`src/logic/mss_pkg.sv`:
```
// Purpose: shared types and constants for the motor start sequencer
// Assumes: 200 MHz clk, durations given in microseconds by the user
// Notes: bridge command codes and state codes are shared with the bench
package mss_pkg;
  localparam int CLK_MHZ = 200;
  localparam int SPEED_W = 16;
  localparam int TIME_W = 16;
  localparam int CYC_W = 32;
  localparam int CYCLES_PER_US = CLK_MHZ;
  localparam int INIT_CYCLES = 16;

  // bridge drive commands seen by the power stage
  typedef enum logic [2:0] {
    MSS_BR_OFF = 3'h0,
    MSS_BR_BRAKE_LOW = 3'h1,
    MSS_BR_BRAKE_HIGH = 3'h2,
    MSS_BR_STARTUP = 3'h3,
    MSS_BR_OPEN_LOOP = 3'h4,
    MSS_BR_CLOSED_LOOP = 3'h5,
    MSS_BR_REV_CLOSED = 3'h6,
    MSS_BR_REV_OPEN = 3'h7
  } mss_bridge_type;

  typedef enum logic [4:0] {
    MSS_ST_INIT = 5'h00,
    MSS_ST_IDLE = 5'h01,
    MSS_ST_ISD_CHECK = 5'h02,
    MSS_ST_ISD_RUN = 5'h03,
    MSS_ST_DIR_EVAL = 5'h04,
    MSS_ST_RESYNC_CHECK = 5'h05,
    MSS_ST_RESYNC_SPEED = 5'h06,
    MSS_ST_REV_CHECK = 5'h07,
    MSS_ST_REV_CLOSED = 5'h08,
    MSS_ST_REV_OPEN = 5'h09,
    MSS_ST_COAST_CHECK = 5'h0A,
    MSS_ST_COAST = 5'h0B,
    MSS_ST_BRAKE_CHECK = 5'h0C,
    MSS_ST_BRAKE = 5'h0D,
    MSS_ST_STARTUP = 5'h0E,
    MSS_ST_OPEN_LOOP = 5'h0F,
    MSS_ST_CLOSED_LOOP = 5'h10
  } mss_state_type;

  typedef enum logic [1:0] {
    MSS_START_ALIGN = 2'h0,
    MSS_START_DOUBLE_ALIGN = 2'h1,
    MSS_START_IPD = 2'h2,
    MSS_START_SLOW_CYCLE = 2'h3
  } mss_start_type;

  // configuration loaded from non-volatile storage
  typedef struct packed {
    logic deviceOperatingSelect;
    logic initialSpinDetectEnable;
    logic resyncEnable;
    logic counterRotationDriveEnable;
    logic coastEnable;
    logic brakeEnable;
    logic brakingTypeSelect;
    logic brakingSideSelect;
    logic counterRotationParamSelect;
    logic reversalPathSelect;
    mss_start_type standstillStartMethod;
    logic [SPEED_W-1:0] stationaryBemfThreshold;
    logic [SPEED_W-1:0] forwardResyncSpeedThreshold;
    logic [SPEED_W-1:0] openClosedHandoffSpeed;
    logic [SPEED_W-1:0] revHandoffSpeed;
    logic [SPEED_W-1:0] brakingCurrentThreshold;
    logic [TIME_W-1:0] coastDuration;
    logic [TIME_W-1:0] brakingDuration;
    logic [TIME_W-1:0] brakingCurrentPersistTime;
  } mss_cfg_type;

  // result of initial spin detection
  typedef struct packed {
    logic [SPEED_W-1:0] bemf;
    logic [SPEED_W-1:0] speed;
    logic [SPEED_W-1:0] angle;
    logic reverse;
  } mss_isd_type;

  localparam logic BRAKE_TYPE_TIME = 1'b0;
  localparam logic BRAKE_TYPE_CURRENT = 1'b1;
  localparam logic BRAKE_SIDE_LOW = 1'b0;
  localparam logic PATH_ISD = 1'b0;
  localparam logic MODE_STANDBY = 1'b0;
endpackage : mss_pkg

```
`src/logic/mss_timer.sv`:
```
// Purpose: microsecond down-counter used for coast and brake timing
// Assumes: start pulse loads a duration in microseconds
// Notes: done pulses once; zero duration ends after one cycle
`timescale 1ns/1ps
`default_nettype none
module mss_timer
  import mss_pkg::*;
#(
  parameter int CYC_PER_US = mss_pkg::CYCLES_PER_US
) (
  input wire logic clk,
  input wire logic nrst,
  input wire logic ce,
  input wire logic start,
  input wire logic abort,
  input wire logic [mss_pkg::TIME_W-1:0] durationUs,
  output logic done
);
  import mss_pkg::*;

  typedef struct packed {
    logic running;
    logic [CYC_W-1:0] count;
    logic done;
  } mss_timer_state_type;

  mss_timer_state_type s_reg;
  mss_timer_state_type s_next;

  always_comb begin
    s_next = s_reg;
    s_next.done = 1'b0;
    if (start) begin
      s_next.running = 1'b1;
      s_next.count = CYC_W'(durationUs) * CYC_W'(CYC_PER_US);
    end else if (abort) begin
      s_next.running = 1'b0;
    end else if (s_reg.running) begin
      if (s_reg.count <= CYC_W'(1)) begin
        s_next.running = 1'b0;
        s_next.done = 1'b1;
      end else begin
        s_next.count = s_reg.count - CYC_W'(1);
      end
    end
  end

  always_ff @(posedge clk or negedge nrst) begin
    if (!nrst) begin
      s_reg <= '0;
    end else if (ce) begin
      s_reg <= s_next;
    end
  end

  assign done = s_reg.done;
endmodule : mss_timer
`default_nettype wire

```
`src/logic/mss_persist.sv`:
```
// Purpose: checks that phase current stays below a threshold for a persist time
// Assumes: current magnitude sampled on clk
// Notes: any sample at or above threshold restarts the window
`timescale 1ns/1ps
`default_nettype none
module mss_persist
  import mss_pkg::*;
#(
  parameter int CYC_PER_US = mss_pkg::CYCLES_PER_US
) (
  input wire logic clk,
  input wire logic nrst,
  input wire logic ce,
  input wire logic enable,
  input wire logic [mss_pkg::SPEED_W-1:0] current,
  input wire logic [mss_pkg::SPEED_W-1:0] threshold,
  input wire logic [mss_pkg::TIME_W-1:0] persistUs,
  output logic settled
);
  import mss_pkg::*;

  typedef struct packed {
    logic [CYC_W-1:0] count;
    logic settled;
  } mss_persist_state_type;

  mss_persist_state_type s_reg;
  mss_persist_state_type s_next;
  logic [CYC_W-1:0] target;

  assign target = CYC_W'(persistUs) * CYC_W'(CYC_PER_US);

  always_comb begin
    s_next = s_reg;
    if (!enable || current >= threshold) begin
      s_next.count = '0;
      s_next.settled = 1'b0;
    end else if (s_reg.count >= target) begin
      s_next.settled = 1'b1;
    end else begin
      s_next.count = s_reg.count + CYC_W'(1);
    end
  end

  always_ff @(posedge clk or negedge nrst) begin
    if (!nrst) begin
      s_reg <= '0;
    end else if (ce) begin
      s_reg <= s_next;
    end
  end

  assign settled = s_reg.settled;
endmodule : mss_persist
`default_nettype wire

```
`src/logic/mss_sequencer.sv`:
```
// Purpose: motor start sequencer from power-on to closed loop
// Assumes: speed, bemf and current inputs come from same-clock logic
// Notes: wake pin is asynchronous and is synchronised here
// Function
// - at power-up set up peripherals and load parameters before driving
// - idle holds speed target zero; sleep or standby from mode and wake pin
// - leave idle for spin detect check once speed reference is above zero
// - direction change goes to spin detect check or reverse speed check
// - spin detect enabled runs bemf comparison, else braking check
// - spin detection gives speed, position and direction from phase voltages
// - bemf below stationary threshold means stopped, go to braking check
// - forward spin goes to resync check, reverse to counter-rotation check
// - resync enabled compares forward speed, else coast check
// - fast forward spin enters closed loop seeded, slow enters open loop
// - counter-rotation enabled checks reverse speed, else coast check
// - above handoff decelerate closed loop, at or below switch to open loop
// - reverse drive crosses zero in open loop then enters closed loop
// - coast enabled runs coast routine, else braking check
// - coast turns off all six bridge transistors for coast duration
// - brake enabled runs brake routine, else motor start-up
// - brake is time based or current-below-threshold for persist time
// - current based brake also ends at braking duration timeout
// - time brake uses selected side; current brake always low side
// - closed loop drives with sensorless field-oriented control
// - reverse drive uses forward or dedicated reverse parameter set
// - param select 1 uses reverse handoff, accel, current limit set
// - start method code picks align, double align, position detect, slow cycle
`timescale 1ns/1ps
`default_nettype none
module mss_sequencer
  import mss_pkg::*;
#(
  parameter int CYC_PER_US = mss_pkg::CYCLES_PER_US,
  parameter int INIT_LEN = mss_pkg::INIT_CYCLES
) (
  input wire logic clk,
  input wire logic nrst,
  input wire logic ce,
  input wire mss_pkg::mss_cfg_type cfgNvm,
  input wire logic cfgValid,
  input wire logic wakePin,
  input wire logic [mss_pkg::SPEED_W-1:0] speedRef,
  input wire logic dirChangeCmd,
  input wire logic isdDone,
  input wire mss_pkg::mss_isd_type isdResult,
  input wire logic [mss_pkg::SPEED_W-1:0] motorSpeed,
  input wire logic [mss_pkg::SPEED_W-1:0] phaseCurrent,
  input wire logic startupDone,
  input wire logic zeroCrossed,
  output logic periphInit,
  output logic nvmLoad,
  output logic ready,
  output logic sleepMode,
  output logic standbyMode,
  output logic [mss_pkg::SPEED_W-1:0] speedTarget,
  output logic isdStart,
  output mss_pkg::mss_bridge_type bridgeCmd,
  output mss_pkg::mss_start_type startMethod,
  output logic useReverseParams,
  output logic seedValid,
  output logic [mss_pkg::SPEED_W-1:0] seedSpeed,
  output logic [mss_pkg::SPEED_W-1:0] seedAngle,
  output mss_pkg::mss_state_type stateOut
);
  import mss_pkg::*;

  typedef struct packed {
    mss_state_type state;
    mss_cfg_type cfg;
    logic [7:0] initCnt;
    logic wakeMeta;
    logic wakeSync;
    logic isdStart;
    logic seedValid;
    logic [SPEED_W-1:0] seedSpeed;
    logic [SPEED_W-1:0] seedAngle;
    logic revCrossed;
    logic timerStart;
    logic isdReverse;
  } mss_seq_state_type;

  mss_seq_state_type s_reg;
  mss_seq_state_type s_next;
  logic timerDone;
  logic currentSettled;
  logic brakeActive;
  logic [TIME_W-1:0] timerDuration;
  logic [SPEED_W-1:0] handoffLevel;

  // one timer serves coast and brake since they never overlap
  assign timerDuration = (s_reg.state == MSS_ST_COAST) ?
      s_reg.cfg.coastDuration : s_reg.cfg.brakingDuration;
  assign brakeActive = (s_reg.state == MSS_ST_BRAKE);
  assign handoffLevel = s_reg.cfg.counterRotationParamSelect ?
      s_reg.cfg.revHandoffSpeed : s_reg.cfg.openClosedHandoffSpeed;

  mss_timer #(.CYC_PER_US(CYC_PER_US)) u_timer (
    .clk(clk),
    .nrst(nrst),
    .ce(ce),
    .start(s_reg.timerStart),
    .abort(!brakeActive && s_reg.state != MSS_ST_COAST), // no stale done after an exit
    .durationUs(timerDuration),
    .done(timerDone)
  );

  mss_persist #(.CYC_PER_US(CYC_PER_US)) u_persist (
    .clk(clk),
    .nrst(nrst),
    .ce(ce),
    .enable(brakeActive && s_reg.cfg.brakingTypeSelect == BRAKE_TYPE_CURRENT),
    .current(phaseCurrent),
    .threshold(s_reg.cfg.brakingCurrentThreshold),
    .persistUs(s_reg.cfg.brakingCurrentPersistTime),
    .settled(currentSettled)
  );

  always_comb begin
    s_next = s_reg;
    s_next.wakeMeta = wakePin;
    s_next.wakeSync = s_reg.wakeMeta;
    s_next.isdStart = 1'b0;
    s_next.timerStart = 1'b0;
    unique case (s_reg.state)
      MSS_ST_INIT: begin
        if (s_reg.initCnt < 8'(INIT_LEN)) begin
          s_next.initCnt = s_reg.initCnt + 8'h01;
        end else if (cfgValid) begin
          s_next.cfg = cfgNvm;
          s_next.state = MSS_ST_IDLE;
        end
      end
      MSS_ST_IDLE: begin
        s_next.seedValid = 1'b0;
        if (speedRef != '0) begin
          s_next.state = MSS_ST_ISD_CHECK;
        end
      end
      MSS_ST_ISD_CHECK: begin
        if (s_reg.cfg.initialSpinDetectEnable) begin
          s_next.state = MSS_ST_ISD_RUN;
          s_next.isdStart = 1'b1;
        end else begin
          s_next.state = MSS_ST_BRAKE_CHECK;
        end
      end
      MSS_ST_ISD_RUN: begin
        if (isdDone) begin
          s_next.seedSpeed = isdResult.speed;
          s_next.seedAngle = isdResult.angle;
          s_next.isdReverse = isdResult.reverse;
          if (isdResult.bemf < s_reg.cfg.stationaryBemfThreshold) begin
            s_next.state = MSS_ST_BRAKE_CHECK;
          end else begin
            s_next.state = MSS_ST_DIR_EVAL;
          end
        end
      end
      MSS_ST_DIR_EVAL: begin
        // spin result only holds with its done pulse, so use the latched copy
        s_next.state = s_reg.isdReverse ? MSS_ST_REV_CHECK : MSS_ST_RESYNC_CHECK;
      end
      MSS_ST_RESYNC_CHECK: begin
        s_next.state = s_reg.cfg.resyncEnable ? MSS_ST_RESYNC_SPEED : MSS_ST_COAST_CHECK;
      end
      MSS_ST_RESYNC_SPEED: begin
        if (s_reg.seedSpeed > s_reg.cfg.forwardResyncSpeedThreshold) begin
          s_next.seedValid = 1'b1;
          s_next.state = MSS_ST_CLOSED_LOOP;
        end else begin
          s_next.state = MSS_ST_OPEN_LOOP;
        end
      end
      MSS_ST_REV_CHECK: begin
        s_next.revCrossed = 1'b0;
        s_next.state = s_reg.cfg.counterRotationDriveEnable ?
            MSS_ST_REV_CLOSED : MSS_ST_COAST_CHECK;
      end
      MSS_ST_REV_CLOSED: begin
        if (motorSpeed <= handoffLevel) begin
          s_next.state = MSS_ST_REV_OPEN;
        end
      end
      MSS_ST_REV_OPEN: begin
        if (zeroCrossed) begin
          s_next.revCrossed = 1'b1;
        end
        if (s_reg.revCrossed && motorSpeed > handoffLevel) begin
          s_next.state = MSS_ST_CLOSED_LOOP;
        end
      end
      MSS_ST_COAST_CHECK: begin
        if (s_reg.cfg.coastEnable) begin
          s_next.timerStart = 1'b1;
          s_next.state = MSS_ST_COAST;
        end else begin
          s_next.state = MSS_ST_BRAKE_CHECK;
        end
      end
      MSS_ST_COAST: begin
        if (timerDone) begin
          s_next.state = MSS_ST_BRAKE_CHECK;
        end
      end
      MSS_ST_BRAKE_CHECK: begin
        if (s_reg.cfg.brakeEnable) begin
          s_next.timerStart = 1'b1;
          s_next.state = MSS_ST_BRAKE;
        end else begin
          s_next.state = MSS_ST_STARTUP;
        end
      end
      MSS_ST_BRAKE: begin
        // timeout applies to both brake types
        if (timerDone) begin
          s_next.state = MSS_ST_STARTUP;
        end else if (s_reg.cfg.brakingTypeSelect == BRAKE_TYPE_CURRENT && currentSettled) begin
          s_next.state = MSS_ST_STARTUP;
        end
      end
      MSS_ST_STARTUP: begin
        if (startupDone) begin
          s_next.state = MSS_ST_OPEN_LOOP;
        end
      end
      MSS_ST_OPEN_LOOP: begin
        if (motorSpeed > s_reg.cfg.openClosedHandoffSpeed) begin
          s_next.state = MSS_ST_CLOSED_LOOP;
        end
      end
      MSS_ST_CLOSED_LOOP: begin
        s_next.state = MSS_ST_CLOSED_LOOP;
      end
      default: begin
        s_next.state = MSS_ST_INIT;
      end
    endcase
    // drop back to idle when the reference is withdrawn
    if (s_reg.state != MSS_ST_INIT && s_reg.state != MSS_ST_IDLE && speedRef == '0) begin
      s_next.state = MSS_ST_IDLE;
    end else if (s_reg.state != MSS_ST_INIT && s_reg.state != MSS_ST_IDLE && dirChangeCmd) begin
      s_next.seedValid = 1'b0;
      s_next.revCrossed = 1'b0;
      s_next.state = (s_reg.cfg.reversalPathSelect == PATH_ISD) ?
          MSS_ST_ISD_CHECK : MSS_ST_REV_CLOSED;
    end
  end

  always_ff @(posedge clk or negedge nrst) begin
    if (!nrst) begin
      s_reg <= '0;
    end else if (ce) begin
      s_reg <= s_next;
    end
  end

  // bridge command from state
  always_comb begin
    unique case (s_reg.state)
      MSS_ST_BRAKE: begin
        if (s_reg.cfg.brakingTypeSelect == BRAKE_TYPE_CURRENT) begin
          bridgeCmd = MSS_BR_BRAKE_LOW;
        end else begin
          bridgeCmd = (s_reg.cfg.brakingSideSelect == BRAKE_SIDE_LOW) ?
              MSS_BR_BRAKE_LOW : MSS_BR_BRAKE_HIGH;
        end
      end
      MSS_ST_STARTUP: bridgeCmd = MSS_BR_STARTUP;
      MSS_ST_OPEN_LOOP: bridgeCmd = MSS_BR_OPEN_LOOP;
      MSS_ST_CLOSED_LOOP: bridgeCmd = MSS_BR_CLOSED_LOOP;
      MSS_ST_REV_CLOSED: bridgeCmd = MSS_BR_REV_CLOSED;
      MSS_ST_REV_OPEN: bridgeCmd = MSS_BR_REV_OPEN;
      default: bridgeCmd = MSS_BR_OFF;
    endcase
  end

  assign periphInit = (s_reg.state == MSS_ST_INIT) && (s_reg.initCnt < 8'(INIT_LEN));
  assign nvmLoad = (s_reg.state == MSS_ST_INIT) && (s_reg.initCnt >= 8'(INIT_LEN));
  assign ready = (s_reg.state != MSS_ST_INIT);
  assign sleepMode = (s_reg.state == MSS_ST_IDLE) &&
      (s_reg.cfg.deviceOperatingSelect != MODE_STANDBY) && !s_reg.wakeSync;
  assign standbyMode = (s_reg.state == MSS_ST_IDLE) && !sleepMode;
  assign speedTarget = (s_reg.state == MSS_ST_IDLE || s_reg.state == MSS_ST_INIT) ?
      '0 : speedRef;
  assign isdStart = s_reg.isdStart;
  assign startMethod = s_reg.cfg.standstillStartMethod;
  assign useReverseParams = s_reg.cfg.counterRotationParamSelect &&
      (s_reg.state == MSS_ST_REV_CLOSED || s_reg.state == MSS_ST_REV_OPEN);
  assign seedValid = s_reg.seedValid;
  assign seedSpeed = s_reg.seedSpeed;
  assign seedAngle = s_reg.seedAngle;
  assign stateOut = s_reg.state;

  a_idle_leave: assert property (@(posedge clk) disable iff (!nrst)
      (ce && s_reg.state == MSS_ST_IDLE && speedRef != '0) |=> s_reg.state == MSS_ST_ISD_CHECK)
    else $error("idle did not leave on speed ref");
  a_idle_target: assert property (@(posedge clk) disable iff (!nrst)
      s_reg.state == MSS_ST_IDLE |-> speedTarget == '0)
    else $error("speed target nonzero in idle");
  a_coast_off: assert property (@(posedge clk) disable iff (!nrst)
      s_reg.state == MSS_ST_COAST |-> bridgeCmd == MSS_BR_OFF)
    else $error("bridge driven during coast");
  a_coast_next: assert property (@(posedge clk) disable iff (!nrst)
      (ce && s_reg.state == MSS_ST_COAST && timerDone && speedRef != '0 && !dirChangeCmd)
      |=> s_reg.state == MSS_ST_BRAKE_CHECK)
    else $error("coast did not go to brake check");
  a_brake_low: assert property (@(posedge clk) disable iff (!nrst)
      (brakeActive && s_reg.cfg.brakingTypeSelect == BRAKE_TYPE_CURRENT)
      |-> bridgeCmd == MSS_BR_BRAKE_LOW)
    else $error("current brake not on low side");
  a_isd_skip: assert property (@(posedge clk) disable iff (!nrst)
      (ce && s_reg.state == MSS_ST_ISD_CHECK && !s_reg.cfg.initialSpinDetectEnable
      && speedRef != '0 && !dirChangeCmd) |=> s_reg.state == MSS_ST_BRAKE_CHECK)
    else $error("spin detect bypass wrong");
  a_brake_skip: assert property (@(posedge clk) disable iff (!nrst)
      (ce && s_reg.state == MSS_ST_BRAKE_CHECK && !s_reg.cfg.brakeEnable
      && speedRef != '0 && !dirChangeCmd) |=> s_reg.state == MSS_ST_STARTUP)
    else $error("brake bypass wrong");
  a_brake_timeout: assert property (@(posedge clk) disable iff (!nrst)
      (ce && brakeActive && timerDone && speedRef != '0 && !dirChangeCmd)
      |=> s_reg.state == MSS_ST_STARTUP)
    else $error("brake timeout ignored");
  a_dir_path: assert property (@(posedge clk) disable iff (!nrst)
      (ce && ready && s_reg.state != MSS_ST_IDLE && speedRef != '0 && dirChangeCmd
      && s_reg.cfg.reversalPathSelect != PATH_ISD) |=> s_reg.state == MSS_ST_REV_CLOSED)
    else $error("direction change path wrong");
endmodule : mss_sequencer
`default_nettype wire

```
`config.mk`:
```
export PLATFORM = sky130hd
export DESIGN_NAME = mss_sequencer
export DESIGN_NICKNAME = d
export VERILOG_FILES = /design/src/logic/mss_pkg.sv /design/src/logic/mss_timer.sv /design/src/logic/mss_persist.sv /design/src/logic/mss_sequencer.sv
export SDC_FILE = /design/constraint.sdc
export NUM_CORES = 1
export LEC_CHECK = 0
export ABC_AREA = 1
export BUFFER_PORTS_ARGS = -buffer_cell sky130_fd_sc_hd__buf_2
export CAP_MARGIN = 20
export CORE_ASPECT_RATIO = 1.4
export CORE_MARGIN = 1
export CORE_UTILIZATION = 45
export DETAILED_ROUTE_END_ITERATION = 8
export GPL_TIMING_DRIVEN = 0
export PLACE_DENSITY = 0.66
export SYNTH_ARGS = -nofsm -noshare
export SYNTH_HDL_FRONTEND = slang
export SYNTH_HIERARCHICAL = 1
export SYNTH_SLANG_ARGS = --single-unit
```
`constraint.sdc`:
```
create_clock -name clk -period 10.99 [get_ports clk]
set_input_delay 1.099 -clock clk [delete_from_list [all_inputs] [get_ports clk]]
set_output_delay 1.099 -clock clk [all_outputs]
set_load 0.005 [all_outputs]
```
# [Word-level counts from Yosys, hierarchy flattened]
# Cells that the tools add are included.
[op_classes] shifts=0 eq_ne=31 n_bitwise=1 n_addsub=3 multipliers=2 div_mod_pow=0 n_reduce_logical=33 n_mux=53 magnitude_cmp=10
[ops] op="2-to-1 mux 145 bit" count=2
[ops] op="2-to-1 mux 33 bit" count=3
[ops] op="case mux 5 bit (17 select lines)" count=1
[ops] op="2-to-1 mux 32 bit" count=2
[ops] op="2-to-1 mux 5 bit" count=12
[ops] op="> comparator 16 bit" count=3
[ops] op="2-to-1 mux 16 bit" count=3
[ops] op="multiplier 16 x 5 -> 21 bit, second input constant" count=2
[ops] op="equality test 5 x 4 -> 1 bit, second input constant" count=8
[ops] op="2-to-1 mux 34 bit" count=1
[ops] op="adder 32 x 1 -> 32 bit, second input constant" count=1
[ops] op="greater-or-equal comparator 32 x 24 -> 1 bit" count=1
[ops] op="<= comparator 32 x 1 -> 1 bit, second input constant" count=1
[ops] op="inequality test 4 bit, second input constant" count=8
[ops] op="subtractor 32 x 1 -> 32 bit, second input constant" count=1
[ops] op="equality test 5 x 3 -> 1 bit, second input constant" count=4
[ops] op="case mux 3 bit (6 select lines)" count=1
[ops] op="greater-or-equal comparator 16 bit" count=1
[ops] op="<= comparator 16 bit" count=1
[ops] op="zero test 16 bit" count=1
[ops] op="< comparator 16 bit" count=1
[ops] op="2-to-1 mux 4 bit" count=4
[ops] op="nonzero test 16 bit" count=1
[ops] op="2-to-1 mux 1 bit" count=15
[ops] op="25 further kinds" count=55
[word_totals] rom_bits=0 wordCells=168 ramBits=0 in_bits=246 out_inout_bits=66 memories=0 latch_bits=0 regBits=259

# [Longest topological paths before layout]
# Gate-level depths: netlist (run 1).
[depth] ltp_word=7 ltp_mapped=25 ltp_nobuf=24

# [Cells and area by module]
# The synthesis (run 1) kept the hierarchy.
[by_module_without_submodules] module="mss_sequencer" n_inst=1 seq_area_each_um2=4804.6 cells_per_inst=1056 area_each_um2=10124.7
[by_module_without_submodules] module="mss_persist" n_inst=1 seq_area_each_um2=825.8 cells_per_inst=666 area_each_um2=4648.2
[by_module_without_submodules] module="mss_timer" n_inst=1 seq_area_each_um2=850.8 cells_per_inst=715 area_each_um2=4450.5

# [Least setup slack after synthesis (run 1)]
# OpenSTA, ideal clock, no wires.
[synth_timing] path_kind="flip-flop to flip-flop" start="register, netlist name s_reg[50]" end="register u_persist/s_reg[12] (netlist name)" synth_period_minus_slack_ps=4060 path_buffers=1 arrival_time_ps=3943 setup_ps=117 required_time_ps=10873 path_stages_with_launch=22 slack_ps=6930 cell_sequence="dfrtp_1 > ha_1 > ha_1 > inv_1 > fa_1 > inv_1 > ha_1 > a21oi_1 > o21ai_0 > a21oi_1 > o21ai_0 > xor2_1 > ha_1 > a21oi_1 > nor2_1 > nor3_1 > nand2_1 > nor2_1 > nand3_4 > buf_2 > nand3_1 > nand2_1"
[synth_rtl] item="to (signal assigned)" line_no="mss_persist.sv:49" rtl="s_reg <= s_next;"
[synth_rtl] item="to (decl)" line_no="mss_persist.sv:27" rtl="mss_persist_state_type s_reg;"

# [Final worst setup path (run 1)]
[layout_timing] start="register s_reg, in the netlist stateOut[2]" end="register u_timer/s_reg[20] (netlist name)"
[layout_via] word_cells_on_any_way=10 classes_between="1 x mul; 4 x eq/ne; 2 x mux; 3 x reduce/logical"
[layout_rtl] item="from (decl)" line_no="mss_sequencer.sv:82" rtl="mss_seq_state_type s_reg;"
[layout_rtl] item="from (signal assigned)" line_no="mss_sequencer.sv:253" rtl="s_reg <= s_next;"
[layout_rtl] item="equality test 5 x 4 -> 1 bit" line_no="mss_sequencer.sv:91" rtl="assign timerDuration = (s_reg.state == MSS_ST_COAST) ?"
[layout_rtl] item="2-to-1 mux 16 bit" line_no="mss_sequencer.sv:91"
[layout_rtl] item="named net timerDuration[6]" line_no="mss_sequencer.sv:87" rtl="logic [TIME_W-1:0] timerDuration;"
[layout_rtl] item="multiplier 16 x 5 -> 21 bit" line_no="mss_timer.sv:35" rtl="s_next.count = CYC_W'(durationUs) * CYC_W'(CYC_PER_US);"
[layout_rtl] item="2-to-1 mux 33 bit" line_no="mss_timer.sv:33" rtl="if (start) begin"
[layout_rtl] item="to (signal assigned)" line_no="mss_timer.sv:52" rtl="s_reg <= s_next;"
[layout_rtl] item="to (decl)" line_no="mss_timer.sv:27" rtl="mss_timer_state_type s_reg;"
# The timed path passes the listed nets, and every way through them passes these cells.
# A chain may end at the register's enable or synchronous reset.

==> summary.md, run 1 <==
| Metric | Value |
|---|---|
| Commonest non-fill, non-tap cell in the layout | `nand2_1` |
| Synth top area share | `33.7%` |
| Post-route ant nets | `0` |
| Vias | `16931` |
| RSZ-0062 raised after global routing | `no` |
| GRT Overall Usage | `25.0%` |
| CP Capture Type | `flop` |
| IO buf count | `311` |
| Vias in the first global route | `17239` |
| Pwr Density | `249 mW/mm2` |
| Crit-path max FO | `10` |
| Clock Path Buffers | `3` |
| CTS H-tree lvls | `1` |
| # DRC | `0` |
| Slew Viols, Final | `0` |
| Register-to-register setup slack | `5.80 ns` |
| LEAKAGE | `12.8 nW` |
| Via density | `5.05` |
| Yosys reg bits | `259` |
| Routed length per placed instance | `16.2 um` |
| Fin util | `53.6%` |
| Sink Count | `259` |
| Share of layout cells above drive strength 1 | `22.2%` |
| Detail Placement HPWL | `43600 um` |
| Tmin final | `5.19 ns` |
| Num CTS Buffers | `29` |
| Final Wtd Congestion | `0.939` |
| Worst-path clk slew | `0.07 ns` |
| # IOs | `312` |
| Largest net degree at the start of global routing | `106` |
| CP startpoint kind | `flop` |
| Core Area | `0.0421 mm2` |
| Worst EP required | `11.45 ns` |
| R2R cell count | `24` |
| Drt pass-1 iters | `5` |
| Hold_buf cts | `0` |
| Unique masters post-synth | `51` |
| Top area cells in the synthesized netlist | `dfrtp_1 34%, ha_1 14%, nand2_1 11%` |
| VDD IR-drop max | `0.154 mV` |
| Fmax | `193 MHz` |
| Outcome | `finished, final reports clean` |
| WL final | `54200 um` |
| CP Class | `flop to flop` |
| Synthesized area | `0.0192 mm2` |
| Reg-to-Reg End | `u_timer/s_reg[20]` |
| Setup repair bufs after CTS | `0` |
| Final period utilization | `47.3%` |
| First-pass GRT wire length | `86000 um` |
| Root Buffer | `clkbuf_16` |
| Mapped Nets | `2916` |
| Synth warn | `6` |
| Clk_lat worst skew | `0.57 ns` |
| Worst setup skew after layout | `0.0137 ns` |
| Die Y-Extent | `247 um` |
| Async SR Flop Fraction | `100%` |
| Overflow after GRT | `0` |
| Fin. Hold Viols | `0` |
| Nets | `3260` |
| Avg Inst Size Synth | `7.89 um2` |
| Worst r2r src | `stateOut[2]` |
| Post-cts gate resize count | `0` |
| Initial Util | `45.7%` |
| Type of the worst min-delay path | `primary input to async pin` |
| Post-Synthesis Cells | `2437` |
| Commonest cells after routing, fill and taps aside | `588 x nand2_1, 362 x inv_1, 335 x buf_2, 259 x dfrtp_1, 257 x nor2_1` |
| Initial antenna violation count | `11` |
| Row count | `89` |
| Max_slew headroom | `55.7%` |
| Setup TNS | `0 ns` |
| CTS tree | `built` |
| Top cell type by total area after synthesis | `dfrtp_1` |
| Max reg flops | `150` |
| 1st-iter DRT viols | `794` |
| Synth Flop Type | `dfrtp_1` |
| Setup violations, final | `0` |
| Number of synthesized flops with an enable pin | `0` |
| Seq/Total Area, Yosys | `33.7%` |
| Area added between synthesis and finish | `17.3%` |
| DIE WIDTH | `177 um` |
| DIE AREA | `0.0436 mm2` |
| Critical path arrival | `5.65 ns` |
| Slew @ Worst Pin | `0.662 ns` |
| Max-cap violations | `0` |
layout make-up:
type,count,area (um2)
fill,4033,19500
timing repair buffer,313,1620
antenna,3,7.51
buffer,94,632
tap,546,683
clock buffer,36,812
clock inverter,18,196
inverter,370,1390
sequential,259,6480
multi-input combinational,1714,10700
logic make-up after synthesis:
group	share of synthesized area, %
compound gates	6.71
buf+inv	10.5
simple gates	24.0
mux	7.40
fa+ha+maj	16.0
flops	33.7
xor+xnor	1.64
worst max-delay path, cell delays in order, from the launching register on:
cell and delay (ns):
dfrtp_1 0.38, buf_2 0.18, inv_1 0.15, nand3_2 0.19, nor2_4 0.40, clkinv_1 0.56
clkbuf_1 0.40, nand2_1 0.14, nand2_1 0.14, ha_1 0.33, ha_1 0.28, inv_1 0.05
fa_1 0.49, inv_1 0.04, ha_1 0.34, nand2_1 0.10, inv_1 0.08, a21oi_1 0.21
nand2_1 0.17, nand2_1 0.12, nand3_1 0.07, nand3_1 0.08, nand2_1 0.06, nand2_1 0.05
nand2_1 0.05
worst max-delay path by stage:
stage / from / endpoint / slack (ns) / depth (start not counted)
2_1_floorplan: s_reg[50] / u_persist/s_reg[12] / 6.93 / 21
3_3_place_gp: nrst / s_reg[81] / 3.99 / 1
6_report: stateOut[2] / u_timer/s_reg[20] / 5.80 / 24
4_1_cts: stateOut[2] / u_timer/s_reg[24] / 5.80 / 24
3_5_place_dp: stateOut[2] / u_timer/s_reg[24] / 5.84 / 24
5_1_grt: stateOut[2] / u_timer/s_reg[20] / 5.38 / 24
cells in the mapped netlist (all sizes together) (13+ instances only):
cell	instances
ha	211
clkbuf	13
o21ai	77
nor2	281
fa	22
nand3	125
nor3	31
nand4	15
buf	81
xor2	25
a21oi	138
inv	369
nand2	612
mux2	123
dfrtp	259
power breakdown:
group	total (mW)	switching [mW]	internal [mW]
clock	1.04	0.437	0.598
sequential	1.47	0.221	1.25
combinational	3.11	1.85	1.26
total	5.61	2.51	3.10
stage by stage:
step                      cells  worst slack (ns)  power, mW  instance area, um2  hold slack [ns]
after global routing       3353              5.38       6.15               22500            0.465
after floorplan            2437              6.93       3.71               19200            0.430
after global placement     3294              3.99       4.50               21500            0.440
after detailed placement   3296              5.84       4.58               21500            0.449
after CTS                  3350              5.80       5.66               22500            0.436
final                      3353              5.80       5.61               22500            0.437
layer usage:
| metal | track usage [%] | share of wire, % | up-vias |
|---|---|---|---|
| met5 | 0 | 0.13 | - |
| met4 | 10.1 | 3.9 | 10 |
| met3 | 4.80 | 5.8 | 118 |
| met2 | 47.3 | 52 | 476 |
| met1 | 26.8 | 38 | 7903 |
| li1 | - | - | 8424 |
(Power assumes the default switching activity.)
==> inputs of run 2 (changes only) <==
--- a/config.mk
+++ b/config.mk
@@ -13,7 +13,7 @@
 export CORE_UTILIZATION = 45
 export DETAILED_ROUTE_END_ITERATION = 8
 export GPL_TIMING_DRIVEN = 0
-export PLACE_DENSITY = 0.66
+export PLACE_DENSITY = 0.68
 export SYNTH_ARGS = -nofsm -noshare
 export SYNTH_HDL_FRONTEND = slang
 export SYNTH_HIERARCHICAL = 1
==> constraint.sdc (replaced) <==
create_clock -name clk -period 4.2 [get_ports clk]
set_input_delay 0.42 -clock clk [delete_from_list [all_inputs] [get_ports clk]]
set_output_delay 0.42 -clock clk [all_outputs]
set_load 0.005 [all_outputs]
==> run 2 against run 1 <==
Against the previous run: critical path depth shrank 2; wire length grew 1.7%; non-clock buffer count grew 29; core utilization grew 2.1 points; clock-buffer cell count grew 4; worst hold slack lost 0.38 ns; clock skew grew 0.00098 ns; design area grew 4.0%; via count grew 2.2%; total power grew to 2.8 times the previous value.
==> summary.md, run 2 (same netlist as run 1, synthesis figures left out) <==
| Metric | Value |
|---|---|
| Worst EP required | `4.67 ns` |
| Pre-CTS setup slack | `-0.828 ns` |
| Crit-path max FO | `7` |
| Initial antenna violation count | `8` |
| First-pass GRT wire length | `86200 um` |
| Overflow after GRT | `0` |
| Met3 GRT Util | `5.11%` |
| Initial Util | `45.7%` |
| Largest net degree at the start of global routing | `95` |
| Slew @ Worst Pin | `0.642 ns` |
| Fin area | `0.0234 mm2` |
| Row count | `89` |
| # IOs | `312` |
| CP Capture Type | `flop` |
| Commonest cells after routing, fill and taps aside | `566 x nand2_1, 356 x inv_1, 332 x buf_2, 257 x dfrtp_1, 251 x nor2_1` |
| Root Buffer | `clkbuf_16` |
| Area of the multi-input gates | `0.0113 mm2` |
| Fin. Hold Viols | `0` |
| Fin util | `55.7%` |
| Clk_lat worst skew | `0.58 ns` |
| CTS tree | `built` |
| Nets | `3290` |
| GRT Overall Usage | `25.0%` |
| Num CTS Buffers | `30` |
| Fmax | `239 MHz` |
| Core Area | `0.0421 mm2` |
| IO buf count | `311` |
| Area added between synthesis and finish | `22.0%` |
| Share of layout cells above drive strength 1 | `26.2%` |
| Drt pass-1 iters | `8` |
| Detail Placement HPWL | `42900 um` |
| Via density | `5.11` |
| Outcome | `finished, final reports clean` |
| Post-route ant nets | `0` |
| Clock Path Buffers | `3` |
| Sink Count | `259` |
| Critical path arrival | `4.66 ns` |
| Met1 usage | `27.1%` |
| Worst setup skew after layout | `0.0147 ns` |
| WL final | `55100 um` |
| Setup WS post-layout | `0.0142 ns` |
| Type of the worst min-delay path | `primary input to flop` |
| Grt met2 use | `47.0%` |
| Register-to-register setup slack | `0.01 ns` |
| Commonest non-fill, non-tap cell in the layout | `nand2_1` |
| CTS H-tree lvls | `1` |
| Vias in the first global route | `17391` |
| Max reg flops | `150` |
| Setup violations, final | `0` |
| FF+latch area | `0.00648 mm2` |
| Pwr Density | `673 mW/mm2` |
| Max-cap violations | `0` |
| Final period utilization | `99.7%` |
| Max_slew headroom | `57.2%` |
| Tmin final | `4.19 ns` |
| Top Usage Layer GRT | `met2` |
| # DRC | `0` |
| RSZ-0062 raised after global routing | `yes` |
| DIE AREA | `0.0436 mm2` |
| Fillers | `3959` |
| Die Y-Extent | `247 um` |
| Worst-path clk slew | `0.06 ns` |
| VDD IR-drop max | `0.511 mV` |
| Placed Instance Area | `0.0215 mm2` |
| CP startpoint kind | `flop` |
| Vias | `17302` |
| Slew Viols, Final | `0` |
| CP Class | `flop to flop` |
| LEAKAGE | `13.0 nW` |
| DIE WIDTH | `177 um` |
| Final Wtd Congestion | `0.938` |
| Routed length per placed instance | `16.3 um` |
| 1st-iter DRT viols | `838` |
==> run 2: cell types whose count changed in the layout (fill, tap and decap cells not counted), sizes merged <==
| cell | previous run | this run |
|---|---|---|
| buf | 394 | 421 |
| clkbuf | 49 | 54 |
| diode | 3 | 7 |
| clkinvlp | 5 | 2 |
| clkinv | 8 | 7 |
| dlygate4sd3 | 0 | 1 |
==> run 2: worst max-delay path: stages, from the launching register on <==
cell	delay [ns]
dfrtp_1	0.40
ha_1	0.34
ha_4	0.25
fa_1	0.57
ha_4	0.24
a21oi_2	0.15
nand2_1	0.13
a21oi_4	0.22
o21ai_4	0.12
xnor2_1	0.16
ha_1	0.34
nand2_2	0.07
nor2_4	0.14
nand2_2	0.07
nor2_1	0.08
nor2_1	0.06
nand3_2	0.10
nand2_2	0.08
nand3_4	0.14
nand2_8	0.11
clkbuf_16	0.18
nand2_1	0.05
nand2_1	0.05
==> run 2: routing by layer <==
metal / vias to the layer above / routed length (um)
met5: - / 25
met1: 8208 / 21000
met3: 120 / 3380
met4: 4 / 2100
li1: 8482 / -
met2: 488 / 28600
==> run 2: timing repair <==
| action | in CTS | in global routing |
|---|---|---|
| buffers inserted | 12 | 13 |
| hold endpoints to repair | 78 | 0 |
| gates resized for setup | 28 | 108 |
| setup endpoints to repair | 47 | 44 |
| cloned | 0 | 3 |
| pin swaps | 8 | 48 |
| hold buffers | 1 | 0 |
==> run 2: cell type report <==
class                   instances  area share, %
plain buffers                  94           2.82
inverters                     370           5.96
diodes                          7         0.0747
clock buffers                  40           3.62
well taps                     546           2.91
repair buffers                342           8.10
clock inverters                14          0.704
flip-flops and latches        259           27.7
multi-input cells            1714           48.2
==> run 2: path summary, 6_finish.rpt <==
check | cells after the start | to | startpoint
max in group asynchronous | 4 | s_reg[66] | nrst
worst max-delay path | 22 | u_persist/s_reg[8] | s_reg[49]
worst min register to register | 1 | s_reg[44] | s_reg[44]
worst max register to register | 22 | u_persist/s_reg[8] | s_reg[49]
min in group asynchronous | 2 | s_reg[143] | nrst
worst min-delay path | 2 | seedAngle[4] | isdResult[5]
==> run 2: report_power, final <==
part | internal (mW) | switching [mW] | leakage, nW
clock | 1.60 | 1.14 | 0.497
combinational | 3.86 | 5.35 | 9.27
sequential | 3.27 | 0.568 | 3.28
total | 8.74 | 7.05 | 13.0
==> run 2: stage by stage <==
| stage | total power [mW] | hold slack, ns | instances | setup TNS [ns] |
|---|---|---|---|---|
| finish | 15.8 | 0.0533 | 3386 | 0 |
| CTS | 15.0 | 0.0247 | 3363 | 0 |
| detailed placement | 12.0 | 0.448 | 3296 | -22.49 |
| global route | 17.2 | 0.0369 | 3382 | -3.62 |
| global placement | 11.7 | 0.440 | 3294 | -567.26 |
| floorplan | 9.70 | 0.124 | 2437 | 0 |
==> inputs of run 3 (changes only) <==
--- a/config.mk
+++ b/config.mk
@@ -5,7 +5,7 @@
 export SDC_FILE = /design/constraint.sdc
 export NUM_CORES = 1
 export LEC_CHECK = 0
-export ABC_AREA = 1
+export ABC_AREA = 0
 export BUFFER_PORTS_ARGS = -buffer_cell sky130_fd_sc_hd__buf_2
 export CAP_MARGIN = 20
 export CORE_ASPECT_RATIO = 1.4
@@ -13,7 +13,8 @@
 export CORE_UTILIZATION = 45
 export DETAILED_ROUTE_END_ITERATION = 8
 export GPL_TIMING_DRIVEN = 0
-export PLACE_DENSITY = 0.68
+export PLACE_DENSITY = 0.69
+export SKIP_CTS_REPAIR_TIMING = 1
 export SYNTH_ARGS = -nofsm -noshare
 export SYNTH_HDL_FRONTEND = slang
 export SYNTH_HIERARCHICAL = 1
==> run 3 against run 2 <==
Against the previous run: the flow now finishes with violations (setup timing); clock skew rose by 0.0032 ns; die area decreased by 5.7%; worst setup slack got worse by 1.2 ns; combinational power shrank 13%; via count down 14%; critical endpoint is now u_persist/s_reg[18]; cell count down 19%; clock-buffer cell count up 1; first-iteration DRC count is 21% lower; sequential cell count did not move.
==> summary.md, run 3 <==
| Metric | Value |
|---|---|
| Outcome | `finished, violations left` |
| Failing checks | `setup timing` |
| Root Buffer | `clkbuf_16` |
| Detail Placement HPWL | `37700 um` |
| Synth top area share | `35.8%` |
| # DRC | `0` |
| Crit-path max FO | `6` |
| CTS H-tree lvls | `1` |
| Nets | `2669` |
| Area added between synthesis and finish | `25.6%` |
| Worst setup path start | `s_reg[50]` |
| Final period utilization | `129%` |
| Fin. Hold Viols | `0` |
| Type of the worst min-delay path | `primary input to flop` |
| Fmax | `184 MHz` |
| Fin util | `57.6%` |
| Overflow after GRT | `0` |
| Number of synthesized flops with an enable pin | `0` |
| Yosys reg bits | `259` |
| Worst r2r src | `s_reg[50]` |
| GRT Overall Usage | `24.0%` |
| RSZ-0062 raised after global routing | `yes` |
| Slew @ Worst Pin | `1.07 ns` |
| Largest net degree at the start of global routing | `104` |
| Worst-path cell with the longest stage delay | `fa_1` |
| Reg-to-Reg End | `u_persist/s_reg[18]` |
| Synth Flop Type | `dfrtp_1` |
| Unique masters post-synth | `93` |
| Top cell type by total area after synthesis | `dfrtp_1` |
| Top area cells in the synthesized netlist | `dfrtp_1 36%, ha_1 15%, mux2_1 8.7%` |
| Drt pass-1 iters | `4` |
| Vias | `14905` |
| R2R cell count | `21` |
| IO buf count | `311` |
| Worst-path clk slew | `0.07 ns` |
| Cell with the most instances after synthesis | `dfrtp_1` |
| Mapped Nets | `2272` |
| Final Wtd Congestion | `0.900` |
| Commonest cells after routing, fill and taps aside | `334 x buf_2, 255 x dfrtp_1, 187 x inv_1, 179 x ha_1, 140 x mux2_1` |
| DIE AREA | `0.0411 mm2` |
| Tmin final | `5.43 ns` |
| Setup WS post-layout | `-1.23 ns` |
| Synthesized area | `0.0181 mm2` |
| Num CTS Buffers | `29` |
| Post-route ant nets | `0` |
| CP startpoint kind | `flop` |
| Share of layout cells above drive strength 1 | `30.7%` |
| DIE WIDTH | `172 um` |
| Initial antenna violation count | `8` |
| CTS tree | `built` |
| Top post-synthesis cells by count | `259 x dfrtp_1, 211 x ha_1, 197 x inv_1` |
| Buffer and inverter count on the worst path | `2` |
| Max_slew headroom | `28.2%` |
| Crit path cell chain | `ha_1, ha_1, fa_1, ha_4, nor2b_4, o31a_1, o21a_1, o31a_1, o41a_1, or4_4, nand3_4, ha_4, nand4_1, buf_4, nor2_2, a22oi_2, o211a_4, buf_6, nand4_1, o41a_1, nand2_1` |
| Initial Util | `45.9%` |
| Clock Path Buffers | `3` |
| Synth warn | `6` |
| Worst path top cell family by delay | `compound AO/OA/AOI/OAI gates` |
| 1st-iter DRT viols | `658` |
| VDD IR-drop max | `0.426 mV` |
| Register-to-register setup slack | `-1.23 ns` |
| Post-Synthesis Cells | `1793` |
| Setup violations, final | `36` |
| Worst setup skew after layout | `0.0178 ns` |
| Clk_lat worst skew | `0.60 ns` |
| Routed length per placed instance | `18.2 um` |
| Max reg flops | `150` |
| Async SR Flop Fraction | `100%` |
| Avg Inst Size Synth | `10.1 um2` |
| # IOs | `312` |
| Critical path arrival | `5.97 ns` |
| Sink Count | `259` |
| Row count | `86` |
| First-pass GRT wire length | `77700 um` |
| Slew Viols, Final | `0` |
| Setup crit end | `u_persist/s_reg[18]` |
| LEAKAGE | `11.3 nW` |
| Pre-CTS setup slack | `-1.58 ns` |
| Die Y-Extent | `239 um` |
| Via density | `5.43` |
| Commonest non-fill, non-tap cell in the layout | `buf_2` |
| CP Depth | `21` |
| CP peak stage delay | `0.56 ns` |
| Worst EP required | `4.73 ns` |
| Core Area | `0.0395 mm2` |
| Pwr Density | `635 mW/mm2` |
| WL final | `50100 um` |
| Vias in the first global route | `15224` |
| Max-cap violations | `0` |
| Seq/Total Area, Yosys | `35.8%` |
| Setup TNS | `-35.02 ns` |
| CP Capture Type | `flop` |
| CP Class | `flop to flop` |
-- run 3: changes by cell type in the layout (fill, tap and decap cells not counted), sizes merged, moves of 34 or more --
cell   previous run  this run
nand2           612        95
nor2b             0        34
mux2            123       198
nor2            281        73
inv             372       199
nand3           125        52
a21oi           138        84
-- run 3: how the worst min path moves through the flow --
stage | startpoint | to | slack [ns] | cells past startpoint
finish | cfgNvm[6] | s_reg[53] | 0.04 | 2
global route | cfgNvm[4] | s_reg[51] | 0.02 | 2
CTS | nrst | s_reg[160] | -0.21 | 1
detailed placement | nrst | s_reg[160] | 0.42 | 1
global placement | s_reg[44] | s_reg[44] | 0.43 | 1
floorplan | nrst | isdStart | 0.12 | 0
-- run 3: area by class of cell --
type | count | area [um2]
diodes | 6 | 15.0
multi-input cells | 1241 | 11200
well taps | 528 | 661
flip-flops and latches | 259 | 6490
clock buffers | 41 | 811
plain buffers | 93 | 594
clock inverters | 13 | 166
repair buffers | 368 | 2090
fillers | 3423 | 16700
inverters | 198 | 743
-- run 3: worst reg2reg max path, stage by stage, from the launching register on --
cell     delay (ns)
dfrtp_1        0.42
ha_1           0.29
ha_1           0.31
fa_1           0.56
ha_4           0.22
nor2b_4        0.13
o31a_1         0.27
o21a_1         0.19
o31a_1         0.25
o41a_1         0.47
or4_4          0.44
nand3_4        0.10
ha_4           0.20
nand4_1        0.18
buf_4          0.16
nor2_2         0.04
a22oi_2        0.20
o211a_4        0.25
buf_6          0.14
nand4_1        0.15
o41a_1         0.35
nand2_1        0.07
-- run 3: cell families after synthesis --
kind of cell	count (synthesis)	synth area share (%)
and+or+nand+nor	430	12.8
AOI/OAI and AO/OA	327	12.2
buffers and inverters	293	7.18
DFF	259	35.8
adders and majority gates	233	17.0
muxes	219	13.5
xor gates and xnor gates	32	1.55
-- run 3: where the power goes --
group	switching (mW)	internal, mW	total, mW
clock	1.13	1.54	2.67
combinational	4.10	3.89	7.99
sequential	0.562	3.24	3.81
total	5.80	8.67	14.5
-- run 3: layer usage --
layer  global-route usage (%)  wire, um
met1                     27.6     19900
met2                     44.3     26300
met3                     4.16      2530
met4                     7.31      1340
met5                        0         8
-- run 3: per-stage QoR --
step	area, um2	std cells	power [mW]	hold WS (ns)
floorplan	18200	1793	8.32	0.124
global placement	20500	2632	9.99	0.432
detailed placement	20500	2634	10.2	0.423
CTS	21500	2688	13.0	-0.208
global route	22800	2747	15.6	0.0169
finish	22800	2747	14.5	0.0356
